$ cat src/core/aps_pkg.sv
package aps_pkg;
  // apb byte offsets
  localparam int ADDR_W = 8;
  localparam logic [7:0] A_DATA = 8'h00;
  localparam logic [7:0] A_FEAT = 8'h04;
  localparam logic [7:0] A_COUNT = 8'h08;
  localparam logic [7:0] A_LBA = 8'h0C;
  localparam logic [7:0] A_DEV = 8'h10;
  localparam logic [7:0] A_CMD = 8'h14;
  localparam logic [7:0] A_ALTST = 8'h18;
  localparam logic [7:0] A_BCNT = 8'h1C;
  localparam logic [7:0] A_DMA_ADDR = 8'h20;
  localparam logic [7:0] A_DMA_CNT = 8'h24;
  localparam logic [7:0] A_DMA_CTRL = 8'h28;
  localparam logic [7:0] A_DMA_STAT = 8'h2C;
  // shadow status bit positions
  localparam int BUSY_BIT = 7;
  localparam int XFER_BIT = 3;
  // dma control and status bits
  localparam int CTRL_RUN = 0;
  localparam int CTRL_TOMEM = 1;
  localparam int DST_ARMED = 0;
  localparam int DST_ACTIVE = 1;
  localparam int DST_DONE = 2;
  // word counting
  localparam logic [15:0] ONE_WORD = 16'h0001;
  localparam logic [31:0] WORD_STEP = 32'h0000_0002;
  // outbound fifo shape
  localparam int FIFO_W = 16;
  localparam int FIFO_D = 8;
  localparam int FIFO_AW = 3;
  localparam logic [FIFO_AW:0] FIFO_FULL = 4'h8;
  // incoming frame kinds
  typedef enum logic [1:0] {FR_REG_D2H, FR_PIO_SETUP, FR_DMA_ACT, FR_DATA}
    aps_frame_t;
  // sequencer phases
  typedef enum logic [1:0] {ST_IDLE, ST_CMD_TX, ST_WAIT, ST_PIO_OUT}
    aps_state_t;
  // whole sequencer state
  typedef struct packed {
    aps_state_t st;
    logic [7:0] features;
    logic [7:0] count;
    logic [7:0] device;
    logic [7:0] command;
    logic [7:0] status;
    logic [7:0] error;
    logic [23:0] lba;
    logic [7:0] end_status;
    logic [15:0] xfer_words;
    logic [15:0] push_left;
    logic [15:0] pop_left;
    logic irq;
    logic [31:0] dma_addr;
    logic [15:0] dma_count;
    logic dma_run;
    logic dma_tomem;
    logic dma_active;
    logic dma_done;
    logic [31:0] mem_addr;
    logic [15:0] dma_left;
    logic mw_valid;
    logic [15:0] mw_data;
    logic [31:0] mw_addr;
    logic mr_pend;
    logic [31:0] prdata;
  } aps_regs_t;
  localparam aps_regs_t REGS_RST = '0;
  // fifo state
  typedef struct packed {
    logic [FIFO_D-1:0][FIFO_W-1:0] mem;
    logic [FIFO_AW-1:0] wp;
    logic [FIFO_AW-1:0] rp;
    logic [FIFO_AW:0] cnt;
  } aps_fifo_t;
  localparam aps_fifo_t FIFO_RST = '0;
endpackage

$ cat src/core/aps_sequencer.sv
// Summary of operation
// RULE1: software writes command register last
// RULE2: command write sets busy, sends command frame
// RULE3: device answers with setup frame, word count
// RULE4: setup frame loads beginning status
// RULE5: software writes packet after busy clear
// RULE6: data writes fill fifo, link drains it
// RULE7: throttle link so fifo never underflows
// RULE8: count reached loads final status, closes frame
// RULE9: device sends second setup for write data
// RULE10: write setup sets request, optional interrupt
// RULE11: software reads byte count, writes words
// RULE12: device ends with register frame
// RULE13: register frame copied into shadow registers
// RULE14: software programs dma before command
// RULE15: device sends read data as frame
// RULE16: data frame routed to programmed dma
// RULE17: ending frame clears busy, interrupt if flagged
// RULE18: run flag arms dma, stays paused
// RULE19: activate frame starts armed dma
// RULE20: dma sends exactly the programmed count
// RULE21: busy at bit 7, request bit 3
`timescale 1ns/10ps
`default_nettype none
module aps_sequencer
  import aps_pkg::*;
(
  input wire logic pclk,
  input wire logic presetn,
  input wire logic psel,
  input wire logic penable,
  input wire logic pwrite,
  input wire logic [ADDR_W-1:0] paddr,
  input wire logic [31:0] pwdata,
  output logic [31:0] prdata,
  output logic pready,
  output logic pslverr,
  output logic host_irq,
  output logic tx_cmd_valid,
  input wire logic tx_cmd_ready,
  output logic [7:0] tx_cmd_command,
  output logic [7:0] tx_cmd_features,
  output logic [7:0] tx_cmd_count,
  output logic [7:0] tx_cmd_device,
  output logic [23:0] tx_cmd_lba,
  output logic tx_valid,
  input wire logic tx_ready,
  output logic [15:0] tx_data,
  output logic tx_last,
  input wire logic rx_valid,
  output logic rx_ready,
  input wire aps_frame_t rx_type,
  input wire logic [7:0] rx_status,
  input wire logic [7:0] rx_end_status,
  input wire logic [7:0] rx_error,
  input wire logic [7:0] rx_count_reg,
  input wire logic [23:0] rx_lba,
  input wire logic [15:0] rx_words,
  input wire logic rx_to_host,
  input wire logic rx_irq,
  input wire logic [15:0] rx_data,
  output logic mem_wr_valid,
  input wire logic mem_wr_ready,
  output logic [31:0] mem_wr_addr,
  output logic [15:0] mem_wr_data,
  output logic mem_rd_valid,
  input wire logic mem_rd_ready,
  output logic [31:0] mem_rd_addr,
  input wire logic [15:0] mem_rd_data
);
  aps_regs_t r; // all state
  aps_regs_t next_r; // next state
  logic setup_ph; // apb setup cycle
  logic access; // apb access cycle
  logic data_wr; // data write that may push
  logic wr_done; // write completes this edge
  logic rd_done; // read completes this edge
  logic hit; // mapped address
  logic [31:0] rd_mux; // read value
  logic push; // fifo push
  logic [15:0] push_data; // fifo input word
  logic pop; // fifo pop to link
  logic fifo_in_ready; // fifo has room
  logic fifo_out_valid; // fifo holds a word
  logic [15:0] fifo_out_data; // head word
  logic rx_take; // incoming frame accepted
  logic pio_push; // accepted packet or data word

  // apb phase decode
  assign setup_ph = psel & ~penable;
  assign access = psel & penable;
  // only words still owed by the setup frame go in
  assign data_wr = access & pwrite & (paddr == A_DATA)
    & (r.st == ST_PIO_OUT) & (r.push_left != '0); // [RULE5] [RULE11]
  // a full fifo stretches the write, backing up software
  assign pready = data_wr ? fifo_in_ready : 1'b1; // [RULE11]
  assign pslverr = access & ~hit;
  assign wr_done = access & pwrite & pready;
  assign rd_done = access & ~pwrite;
  assign pio_push = data_wr & fifo_in_ready;
  assign prdata = r.prdata;
  assign host_irq = r.irq;

  // register read mux and address decode
  always_comb
  begin
    hit = 1'b1;
    rd_mux = '0;
    case (paddr)
      A_DATA: rd_mux = '0; // write only port
      A_FEAT: rd_mux = 32'(r.error);
      A_COUNT: rd_mux = 32'(r.count);
      A_LBA: rd_mux = 32'(r.lba);
      A_DEV: rd_mux = 32'(r.device);
      A_CMD, A_ALTST: rd_mux = 32'(r.status); // [RULE21]
      A_BCNT: rd_mux = 32'({r.xfer_words, 1'b0}); // bytes = 2 x words
      A_DMA_ADDR: rd_mux = r.dma_addr;
      A_DMA_CNT: rd_mux = 32'(r.dma_count);
      A_DMA_CTRL: rd_mux = 32'({r.dma_tomem, r.dma_run});
      A_DMA_STAT: rd_mux = 32'({r.dma_done, r.dma_active,
        r.dma_run & ~r.dma_active});
      default: hit = 1'b0; // unmapped: error, reads zero
    endcase
  end

  // fifo feeding: packet and pio words from software, else dma reads
  assign push = pio_push | (r.mr_pend & mem_rd_ready); // [RULE6]
  assign push_data = data_wr ? pwdata[15:0] : mem_rd_data;

  aps_fifo u_fifo (
    .pclk(pclk),
    .presetn(presetn),
    .in_valid(push),
    .in_ready(fifo_in_ready),
    .in_data(push_data),
    .out_valid(fifo_out_valid),
    .out_ready(pop), // only words owed to the frame leave the head
    .out_data(fifo_out_data)
  );

  // link side: offer only real words, so no underflow mid frame
  assign tx_valid = fifo_out_valid & (r.pop_left != '0); // [RULE7]
  assign pop = tx_valid & tx_ready; // [RULE6]
  assign tx_data = fifo_out_data;
  // last word lets the link append crc and end of frame
  assign tx_last = (r.pop_left == ONE_WORD); // [RULE8]

  // command frame carries the shadow block
  assign tx_cmd_valid = (r.st == ST_CMD_TX); // [RULE2]
  assign tx_cmd_command = r.command;
  assign tx_cmd_features = r.features;
  assign tx_cmd_count = r.count;
  assign tx_cmd_device = r.device;
  assign tx_cmd_lba = r.lba;

  // data frames stall while the memory stage is occupied
  assign rx_ready = (rx_type == FR_DATA) ? ~r.mw_valid : 1'b1;
  assign rx_take = rx_valid & rx_ready;

  // dma memory ports
  assign mem_wr_valid = r.mw_valid;
  assign mem_wr_addr = r.mw_addr;
  assign mem_wr_data = r.mw_data;
  assign mem_rd_valid = r.mr_pend;
  assign mem_rd_addr = r.mem_addr;

  // next state
  always_comb
  begin
    next_r = r;
    // read data sampled at setup, steady through access
    if (setup_ph)
      next_r.prdata = hit ? rd_mux : '0;
    // software writes to the shadow and dma registers
    if (wr_done)
    begin
      case (paddr)
        A_FEAT: next_r.features = pwdata[7:0];
        A_COUNT: next_r.count = pwdata[7:0];
        A_LBA: next_r.lba = pwdata[23:0];
        A_DEV: next_r.device = pwdata[7:0];
        A_CMD:
        begin
          // command is the last setup access, so launch now
          next_r.command = pwdata[7:0]; // [RULE1]
          next_r.status[BUSY_BIT] = 1'b1; // [RULE2] [RULE21]
          next_r.status[XFER_BIT] = 1'b0;
          next_r.st = ST_CMD_TX; // [RULE2]
        end
        A_DMA_ADDR: next_r.dma_addr = pwdata;
        A_DMA_CNT: next_r.dma_count = pwdata[15:0];
        A_DMA_CTRL:
        begin
          // run only arms; nothing moves until activate or data
          next_r.dma_run = pwdata[CTRL_RUN]; // [RULE18]
          next_r.dma_tomem = pwdata[CTRL_TOMEM];
          next_r.dma_active = 1'b0;
          next_r.dma_done = 1'b0;
          next_r.mem_addr = r.dma_addr; // [RULE14]
          next_r.dma_left = r.dma_count;
        end
        default: ; // data and read only offsets
      endcase
    end
    // reading status acknowledges the interrupt
    if (rd_done && paddr == A_CMD)
      next_r.irq = 1'b0;
    // command frame taken by the link
    if (r.st == ST_CMD_TX && tx_cmd_ready)
      next_r.st = ST_WAIT; // [RULE2]
    // word written by software
    if (pio_push)
    begin
      next_r.push_left = r.push_left - ONE_WORD; // [RULE6]
      if (r.push_left == ONE_WORD)
      begin
        // all owed words in: final status, busy back on
        next_r.status = r.end_status; // [RULE8]
        next_r.st = ST_WAIT;
      end
    end
    // word handed to the link
    if (pop)
    begin
      next_r.pop_left = r.pop_left - ONE_WORD;
      if (r.pop_left == ONE_WORD && r.dma_active)
      begin
        next_r.dma_active = 1'b0; // [RULE20]
        next_r.dma_done = 1'b1;
      end
    end
    // outbound dma fetch, one read at a time
    if (r.mr_pend)
    begin
      if (mem_rd_ready)
      begin
        next_r.mr_pend = 1'b0;
        next_r.mem_addr = r.mem_addr + WORD_STEP;
        next_r.dma_left = r.dma_left - ONE_WORD; // [RULE20]
      end
    end
    else if (r.dma_active && !r.dma_tomem && r.dma_left != '0
      && fifo_in_ready && r.st != ST_PIO_OUT)
      next_r.mr_pend = 1'b1; // [RULE18] [RULE20]
    // memory write stage drains
    if (r.mw_valid && mem_wr_ready)
      next_r.mw_valid = 1'b0;
    // incoming frames; interrupt sets after the status read clear
    if (rx_take)
    begin
      case (rx_type)
        FR_PIO_SETUP:
        begin
          // beginning status clears busy, sets request
          next_r.status = rx_status; // [RULE4] [RULE10]
          next_r.end_status = rx_end_status; // [RULE8]
          next_r.xfer_words = rx_words; // [RULE11]
          next_r.push_left = rx_words;
          next_r.pop_left = rx_words; // [RULE3] [RULE9]
          if (!rx_to_host)
            next_r.st = ST_PIO_OUT; // [RULE10]
          if (rx_irq)
            next_r.irq = 1'b1; // [RULE10]
        end
        FR_DMA_ACT:
        begin
          // remainder goes out as one frame
          if (r.dma_run && !r.dma_tomem && r.dma_left != '0)
          begin
            next_r.dma_active = 1'b1; // [RULE19]
            next_r.pop_left = r.dma_left; // [RULE20]
          end
        end
        FR_DATA:
        begin
          // words past the count are dropped
          if (r.dma_run && r.dma_tomem && r.dma_left != '0)
          begin
            next_r.mw_valid = 1'b1; // [RULE16]
            next_r.mw_data = rx_data;
            next_r.mw_addr = r.mem_addr;
            next_r.mem_addr = r.mem_addr + WORD_STEP;
            next_r.dma_left = r.dma_left - ONE_WORD; // [RULE15]
            if (r.dma_left == ONE_WORD)
              next_r.dma_done = 1'b1;
          end
        end
        FR_REG_D2H:
        begin
          // ending status lands in the shadow block
          next_r.status = rx_status; // [RULE13] [RULE17]
          next_r.error = rx_error; // [RULE12]
          next_r.count = rx_count_reg;
          next_r.lba = rx_lba;
          if (!rx_status[BUSY_BIT])
            next_r.st = ST_IDLE; // [RULE13]
          if (rx_irq)
            next_r.irq = 1'b1; // [RULE17]
        end
        default: ;
      endcase
    end
  end

  // state register
  always_ff @(posedge pclk or negedge presetn)
  begin
    if (!presetn)
      r <= REGS_RST;
    else
      r <= next_r;
  end
endmodule
`default_nettype wire

$ cat src/core/aps_fifo.sv
`timescale 1ns/10ps
`default_nettype none
module aps_fifo
  import aps_pkg::*;
(
  input wire logic pclk,
  input wire logic presetn,
  input wire logic in_valid,
  output logic in_ready,
  input wire logic [FIFO_W-1:0] in_data,
  output logic out_valid,
  input wire logic out_ready,
  output logic [FIFO_W-1:0] out_data
);
  aps_fifo_t f;
  aps_fifo_t next_f;
  logic wr;
  logic rd;

  // honest flags straight from the fill count
  assign in_ready = (f.cnt != FIFO_FULL);
  assign out_valid = (f.cnt != '0);
  assign out_data = f.mem[f.rp];
  assign wr = in_valid & in_ready;
  assign rd = out_valid & out_ready;

  // pointer and count update
  always_comb
  begin
    next_f = f;
    if (wr)
    begin
      next_f.mem[f.wp] = in_data;
      next_f.wp = f.wp + 1'b1;
    end
    if (rd)
      next_f.rp = f.rp + 1'b1;
    // simultaneous push and pop keep the count
    if (wr && !rd)
      next_f.cnt = f.cnt + 1'b1;
    else if (rd && !wr)
      next_f.cnt = f.cnt - 1'b1;
  end

  // state register
  always_ff @(posedge pclk or negedge presetn)
  begin
    if (!presetn)
      f <= FIFO_RST;
    else
      f <= next_f;
  end
endmodule
`default_nettype wire

$ cat config.mk
export PLATFORM = sky130hd
export DESIGN_NAME = aps_sequencer
export DESIGN_NICKNAME = d
export VERILOG_FILES = /design/src/core/aps_pkg.sv /design/src/core/aps_sequencer.sv /design/src/core/aps_fifo.sv
export SDC_FILE = /design/constraint.sdc
export NUM_CORES = 1
export LEC_CHECK = 0
export BUFFER_PORTS_ARGS = -buffer_cell sky130_fd_sc_hd__buf_2
export CORE_MARGIN = 3
export CORE_UTILIZATION = 47
export CTS_CLUSTER_SIZE = 20
export DETAILED_ROUTE_END_ITERATION = 8
export PLACE_DENSITY = 0.75
export RECOVER_POWER = 50
export SLEW_MARGIN = 15
export SYNTH_ARGS = -nofsm -noshare
export SYNTH_HDL_FRONTEND = slang
export SYNTH_SLANG_ARGS = --single-unit
$ cat constraint.sdc
create_clock -name pclk -period 8.7 [get_ports pclk]
set_clock_uncertainty 0.15 [all_clocks]
set_input_delay 1.305 -clock pclk [delete_from_list [all_inputs] [get_ports pclk]]
set_output_delay 1.305 -clock pclk [all_outputs]
set_load 0.03 [all_outputs]
* Word-level counts from Yosys, hierarchy flattened
Index checks and enable logic that the tools add are counted.
** Storage, ports and cells
- Register bits after elaboration :: 451
- Output and inout port bits :: 193
- Logic and storage cells :: 190
** Cells by class
- Add/sub/neg operators :: 8
- $lt $le $gt $ge :: 3
- Equality and inequality tests :: 21
- Multiplexer cells :: 61
- Bitwise operators :: 23
- Reductions and logical operators :: 37
** Operators with widths (count)
- case mux 32 bit (10 select lines) :: 1
- 2-to-1 mux 98 bit :: 2
- bitwise mux 128 bit :: 1
- 2-to-1 mux 50 bit :: 2
- 2-to-1 mux 99 bit :: 1
- 2-to-1 mux 97 bit :: 1
- 2-to-1 mux 16 bit :: 6
- 2-to-1 mux 48 bit :: 2
- 2-to-1 mux 32 bit :: 2
- 2-to-1 mux 8 bit :: 8
- binary-select mux 16 bit (select 3 bit) :: 1
- demux 16 bit (select 3 bit) :: 1
- equality test 16 x 1 -> 1 bit, second input constant :: 3
- 2-to-1 mux 24 bit :: 2
- nonzero test 16 bit :: 3
- subtractor 16 x 1 -> 16 bit, second input constant :: 3
- 2-to-1 mux 40 bit :: 1
- 2-to-1 mux 35 bit :: 1
- adder 32 x 2 -> 32 bit, second input constant :: 1
- equality test 8 x 5 -> 1 bit, second input constant :: 4
- equality test 8 x 6 -> 1 bit, second input constant :: 4
- case mux 16 bit (2 select lines) :: 1
- 2-to-1 mux 2 bit :: 9
- bitwise AND 1 bit :: 17
- other kinds (27) :: 76

* Logic depth before layout (Yosys ltp)
- Depth in word-level cells :: 14
- Depth in mapped cells :: 14

* By module
Synthesis repeated with hierarchy kept, for this count alone.
** Second synthesis, totals
- Cells, all modules :: 2015
- Area total of the unflattened synthesis :: 22992.1 um^2
** Modules (own cells, without submodules)
- aps_sequencer :: times used 1, cells each 1627, area an instance 16560.9 um^2, seq. area each 7832.5 um^2
- aps_fifo :: times used 1, cells each 388, area an instance 6431.2 um^2, seq. area each 3453.3 um^2

* Worst setup path after synthesis
Ideal clock, no wire load.
- Path kind :: input -> output
- Start :: input port paddr[2]
- End :: output port pready
- Arrival :: 3108 ps
- Data required time :: 7245 ps
- Path slack :: 4137 ps
- Stages on the path :: 6
- Cells stage by stage :: clkbuf_1 -> or4_4 -> or4_1 -> a31oi_4 -> buf_4 -> nand2_1
** On the way
- Cells in the longest elaborated chain, start to end :: 5
** Ends and longest elaborated chain
- start: declaration :: RTL line aps_sequencer.sv:33 : input wire logic [ADDR_W-1:0] paddr,
- zero test 8 bit :: RTL line aps_sequencer.sv:93 : assign data_wr = access & pwrite & (paddr == A_DATA)
- bitwise AND 1 bit :: RTL line aps_sequencer.sv:93
- bitwise AND 1 bit (2 in a row) :: RTL line aps_sequencer.sv:94 : & (r.st == ST_PIO_OUT) & (r.push_left != '0);
- 2-to-1 mux 1 bit :: RTL line aps_sequencer.sv:96 : assign pready = data_wr ? fifo_in_ready : 1'b1;
- end: declaration :: RTL line aps_sequencer.sv:36 : output logic pready,
Every way passes these cells.

* Final worst setup path
Ends and elaborated chain as after synthesis.

==> impl_summary.md <==
Status
The run finished, with violations left. The final reports fail on capacitance limit, slew limit.

Run
The number of max-capacitance violations reported is 4.

Global routing
The first-pass GRT wire length is 102 mm. The initial antenna violation count came to 9. The total overflow left after global routing is 0.

The number of global-route vias before repair is 17300. The maximum number of pins on one net before global-route repair is 165. Across every metal layer, demand over resource in global routing totals 0.261.

Finish
The relative area change from synthesis to final layout is 10.9%. The library cell used most frequently in the layout, excluding fill and tap cells, is sky130_fd_sc_hd__dfrtp_1. In the final layout, the multi-input gates occupy 9260 um^2. The area taken by flip-flops and latches is 11300 um^2. The library cells used most frequently in the layout, excluding fill and tap cells, are sky130_fd_sc_hd__dfrtp_1 (449), sky130_fd_sc_hd__nand2_1 (350), sky130_fd_sc_hd__clkbuf_1 (193).

The fill cell total of the finished layout is 4135. Of the cells placed in the final design, the portion with a size suffix greater than 1 is 0.192. After the last flow step, the layout net total stands at 2520. The post-layout instance area is 24700 um^2.

Clock network
Clock-pin slew was measured on the worst setup and hold paths at 60 ps. In this run the number of H-tree levels came out at 2. Counting every sink on the clock net gives 451. Once the clock tree was built, the resizer swapped 0 gates to a different size.

The clock tree from TritonCTS is done. In this run the clock root is driven by a sky130_fd_sc_hd__clkbuf_16. The number of hold buffers added after cts is 0.

The insertion delay of the later-clocked pin in the worst-skew pair is 580 ps. The number of setup buffers added after CTS is 0. In this run, CTS created clock tree buffers numbering 48. The longest clock path from root to sink contains 3 buffers.

Place
The placed instances occupy a cell area of 23400 um^2. In this run the tool buffered the top-level ports with 350 buffer cells. Once detailed placement completed, the half-perimeter wirelength came to 46.9 mm.

The routability congestion estimate is 0.934.

Worst setup path
The worst setup path is launched from an input pin. The end of the worst register-to-register path is tx_cmd_lba[0]. Data on the critical path is required at its endpoint by 7240 ps.

The path depth of the worst reg2reg path is 3. The most critical setup path has its startpoint at paddr[2]. The launch instance of the worst register-to-register path is mem_wr_valid. The endpoint kind of the worst setup timing path is a primary output. In this run the worst path has a maximum fanout of 26.

The setup slack of the worst register-to-register path is 3880 ps. STA puts the critical path data arrival time at 4110 ps. The worst setup path is of the input pin to primary output kind.

Pwr
The worst-case IR drop observed on VDD is 0.000139 V. The leakage power of the design is 11.2 nW. The total power per unit cell area is 277 nW/um^2.

STA
The post-route setup TNS is 0 ps. Of the available clock period, the critical path in the final layout requires 0.639. For the finished layout, the period the worst path requires is 5560 ps.

Setup repair after global routing left no endpoint under its margin. The number of endpoints with negative hold slack in the final report is 0. The final count of negative-setup-slack endpoints is 0. The actual transition at the worst max-transition pin is 4470 ps. In this run the tightest slew margin relative to its limit is -1.98. The upper clock frequency limit is 0.180 GHz. The number of pins exceeding their max-slew limit in the final report is 244.

Synthesis
The flop and latch count out of synthesis is 451. The synthesized netlist contains 71 unique library cells. In this run the cell area of the synthesized design comes to 22300 um^2. The most used flip-flop cell after synthesis is sky130_fd_sc_hd__dfrtp_1. For this run, the number of Yosys warnings is 0. In this run the mean area of a mapped cell was 10.2 um^2. In the synthesized netlist the async set-or-reset flop fraction comes to 1.00.

Synthesis produced a netlist with a net count of 2371. Of the synthesized area, sequential elements account for 0.506. Counting flops with a built-in enable in the synthesized netlist gives 0. The count of mapped cells out of synthesis is 2195.

Floorplan
Measured along the y axis, the die boundary spans 224 um. The area of the die is 50100 um^2. The effective utilization at floorplan is 0.477. The floorplan step defined a core boundary enclosing 46800 um^2. The overall die width is 224 um. After floorplanning, the core was divided into 79 placement rows. In this run the count of I/O pins placed on the die edge is 351.

Route
The routed length on met3 is 5.78 mm. The number of DRC violations after detailed-routing iteration 0 is 1892. The aggregate routed wire length is 66.7 mm. The total number of vias is 17600. For this block, wires on met1 add up to 28.0 mm. The post-route antenna net violation count is 0. The top metal layer carrying routed signals is met5. The number of search-and-repair iterations in the first detailed-routing pass is 6. The via-per-instance ratio is 5.89. After detailed routing, the number of remaining DRC violations is 0.

The met2 wire length is 30.2 mm. The average wire per cell in the routed design is 22.4 um.

Worst hold path
The path with the worst hold slack has its endpoint at tx_cmd_command[3]. The path class of the tightest hold or removal check is flip-flop to flip-flop. The cell depth of the worst hold path is 2.

In this run the most critical hold path is launched from tx_cmd_command[3].
layout make-up:
class | instances | area share
well taps | 607 | 0.0307
flip-flops and latches | 451 | 0.457
clock buffers | 72 | 0.0567
clock inverters | 11 | 0.00628
diodes | 2 | 0.000202
repair buffers | 378 | 0.0709
inverters | 26 | 0.00395
multi-input cells | 1439 | 0.375
sequential cells by signal, summed over array words and instances, names as in the netlist, 16 cells and up:
register and count:
tx_cmd_lba 24, r 142, u_fifo.f 138, mem_rd_addr 32
mem_wr_data 16, prdata 32, mem_wr_addr 32
synthesized netlist by cell type, types with 4 or more instances:
master / n / area share
sky130_fd_sc_hd__a211oi_1: 16 / 0.0054
sky130_fd_sc_hd__a21o_1: 7 / 0.0024
sky130_fd_sc_hd__a21oi_1: 120 / 0.027
sky130_fd_sc_hd__a21oi_2: 5 / 0.0020
sky130_fd_sc_hd__a221oi_1: 13 / 0.0051
sky130_fd_sc_hd__a222oi_1: 7 / 0.0031
sky130_fd_sc_hd__a22oi_1: 29 / 0.0098
sky130_fd_sc_hd__a311oi_1: 4 / 0.0016
sky130_fd_sc_hd__a31oi_1: 9 / 0.0025
sky130_fd_sc_hd__and2_1: 6 / 0.0017
sky130_fd_sc_hd__and3_1: 11 / 0.0031
sky130_fd_sc_hd__buf_1: 13 / 0.0022
sky130_fd_sc_hd__buf_2: 15 / 0.0034
sky130_fd_sc_hd__buf_4: 171 / 0.058
sky130_fd_sc_hd__clkbuf_1: 80 / 0.013
sky130_fd_sc_hd__dfrtp_1: 451 / 0.51
sky130_fd_sc_hd__ha_1: 17 / 0.0095
sky130_fd_sc_hd__inv_1: 24 / 0.0040
sky130_fd_sc_hd__mux2_2: 126 / 0.064
sky130_fd_sc_hd__mux2i_1: 66 / 0.030
sky130_fd_sc_hd__mux4_2: 32 / 0.032
sky130_fd_sc_hd__nand2_1: 350 / 0.059
sky130_fd_sc_hd__nand2b_1: 7 / 0.0020
sky130_fd_sc_hd__nand3_1: 41 / 0.0092
sky130_fd_sc_hd__nand4_1: 11 / 0.0031
sky130_fd_sc_hd__nor2_1: 175 / 0.029
sky130_fd_sc_hd__nor2b_1: 9 / 0.0025
sky130_fd_sc_hd__nor3_1: 43 / 0.0097
sky130_fd_sc_hd__nor4_1: 19 / 0.0053
sky130_fd_sc_hd__nor4_2: 4 / 0.0022
sky130_fd_sc_hd__nor4b_1: 6 / 0.0024
sky130_fd_sc_hd__o21ai_0: 152 / 0.034
sky130_fd_sc_hd__o21ai_1: 15 / 0.0034
sky130_fd_sc_hd__o221a_2: 4 / 0.0020
sky130_fd_sc_hd__o22ai_1: 28 / 0.0079
sky130_fd_sc_hd__o31ai_1: 4 / 0.0013
sky130_fd_sc_hd__o32ai_1: 5 / 0.0020
sky130_fd_sc_hd__or3_1: 8 / 0.0022
sky130_fd_sc_hd__or4_1: 8 / 0.0027
sky130_fd_sc_hd__xnor2_1: 22 / 0.0086
sky130_fd_sc_hd__xor2_1: 15 / 0.0059
per-stage QoR:
step                std cells   util  hold slack, ps  setup slack (ps)  total power [mW]
global route             2984  0.529             346              2420              7.20
floorplan                2195      -             290              4140              4.29
finish                   2986  0.529             325              3140              6.85
global placement         2901  0.501             305              3670              4.73
detailed placement       2901  0.501             310              3640              4.83
CTS                      2984  0.534             325              3630              6.90
critical path, cell delays in order:
cell and delay, ps:
sky130_fd_sc_hd__clkbuf_1 540, sky130_fd_sc_hd__or4_1 860, sky130_fd_sc_hd__or4_1 510, sky130_fd_sc_hd__a31oi_4 160, sky130_fd_sc_hd__buf_4 390, sky130_fd_sc_hd__nand2_1 110, sky130_fd_sc_hd__buf_2 190
per-layer routing:
layer / global-route usage / vias to the layer above
met1: 0.371 / 8727
li1: - / 7853
met4: 0.0991 / 8
met5: 0 / -
met3: 0.0529 / 156
met2: 0.397 / 843
report_power, final:
group / switching [mW] / internal, mW / leakage (nW)
Clock: 0.849 / 1.20 / 0.760
Sequential: 0.478 / 2.54 / 5.83
Combinational: 1.06 / 0.724 / 4.64
cells by family (layout without fill, tap and decap cells):
kind of cell             count (synthesis)  count (layout)  share of synthesized area
buffers and inverters                  305             487                     0.0810
multiplexers                           224             224                      0.126
XOR/XNOR                                37              37                     0.0145
other                                    0               2                          0
flip-flops                             451             451                      0.506
AND/OR/NAND/NOR                        717             717                      0.142
AO/OA/AOI/OAI                          443             443                      0.120
adder cells (fa/ha/maj)                 18              18                     0.0104
worst max-delay path by stage:
stage | end | slack (ps) | cells past startpoint
after floorplan | pready | 4140 | 6
after global placement | pready | 3670 | 7
after detailed placement | pready | 3640 | 7
after CTS | pready | 3630 | 7
after global routing | tx_cmd_features[3] | 2420 | 3
final | pready | 3140 | 7
(Power assumes the default switching activity.)
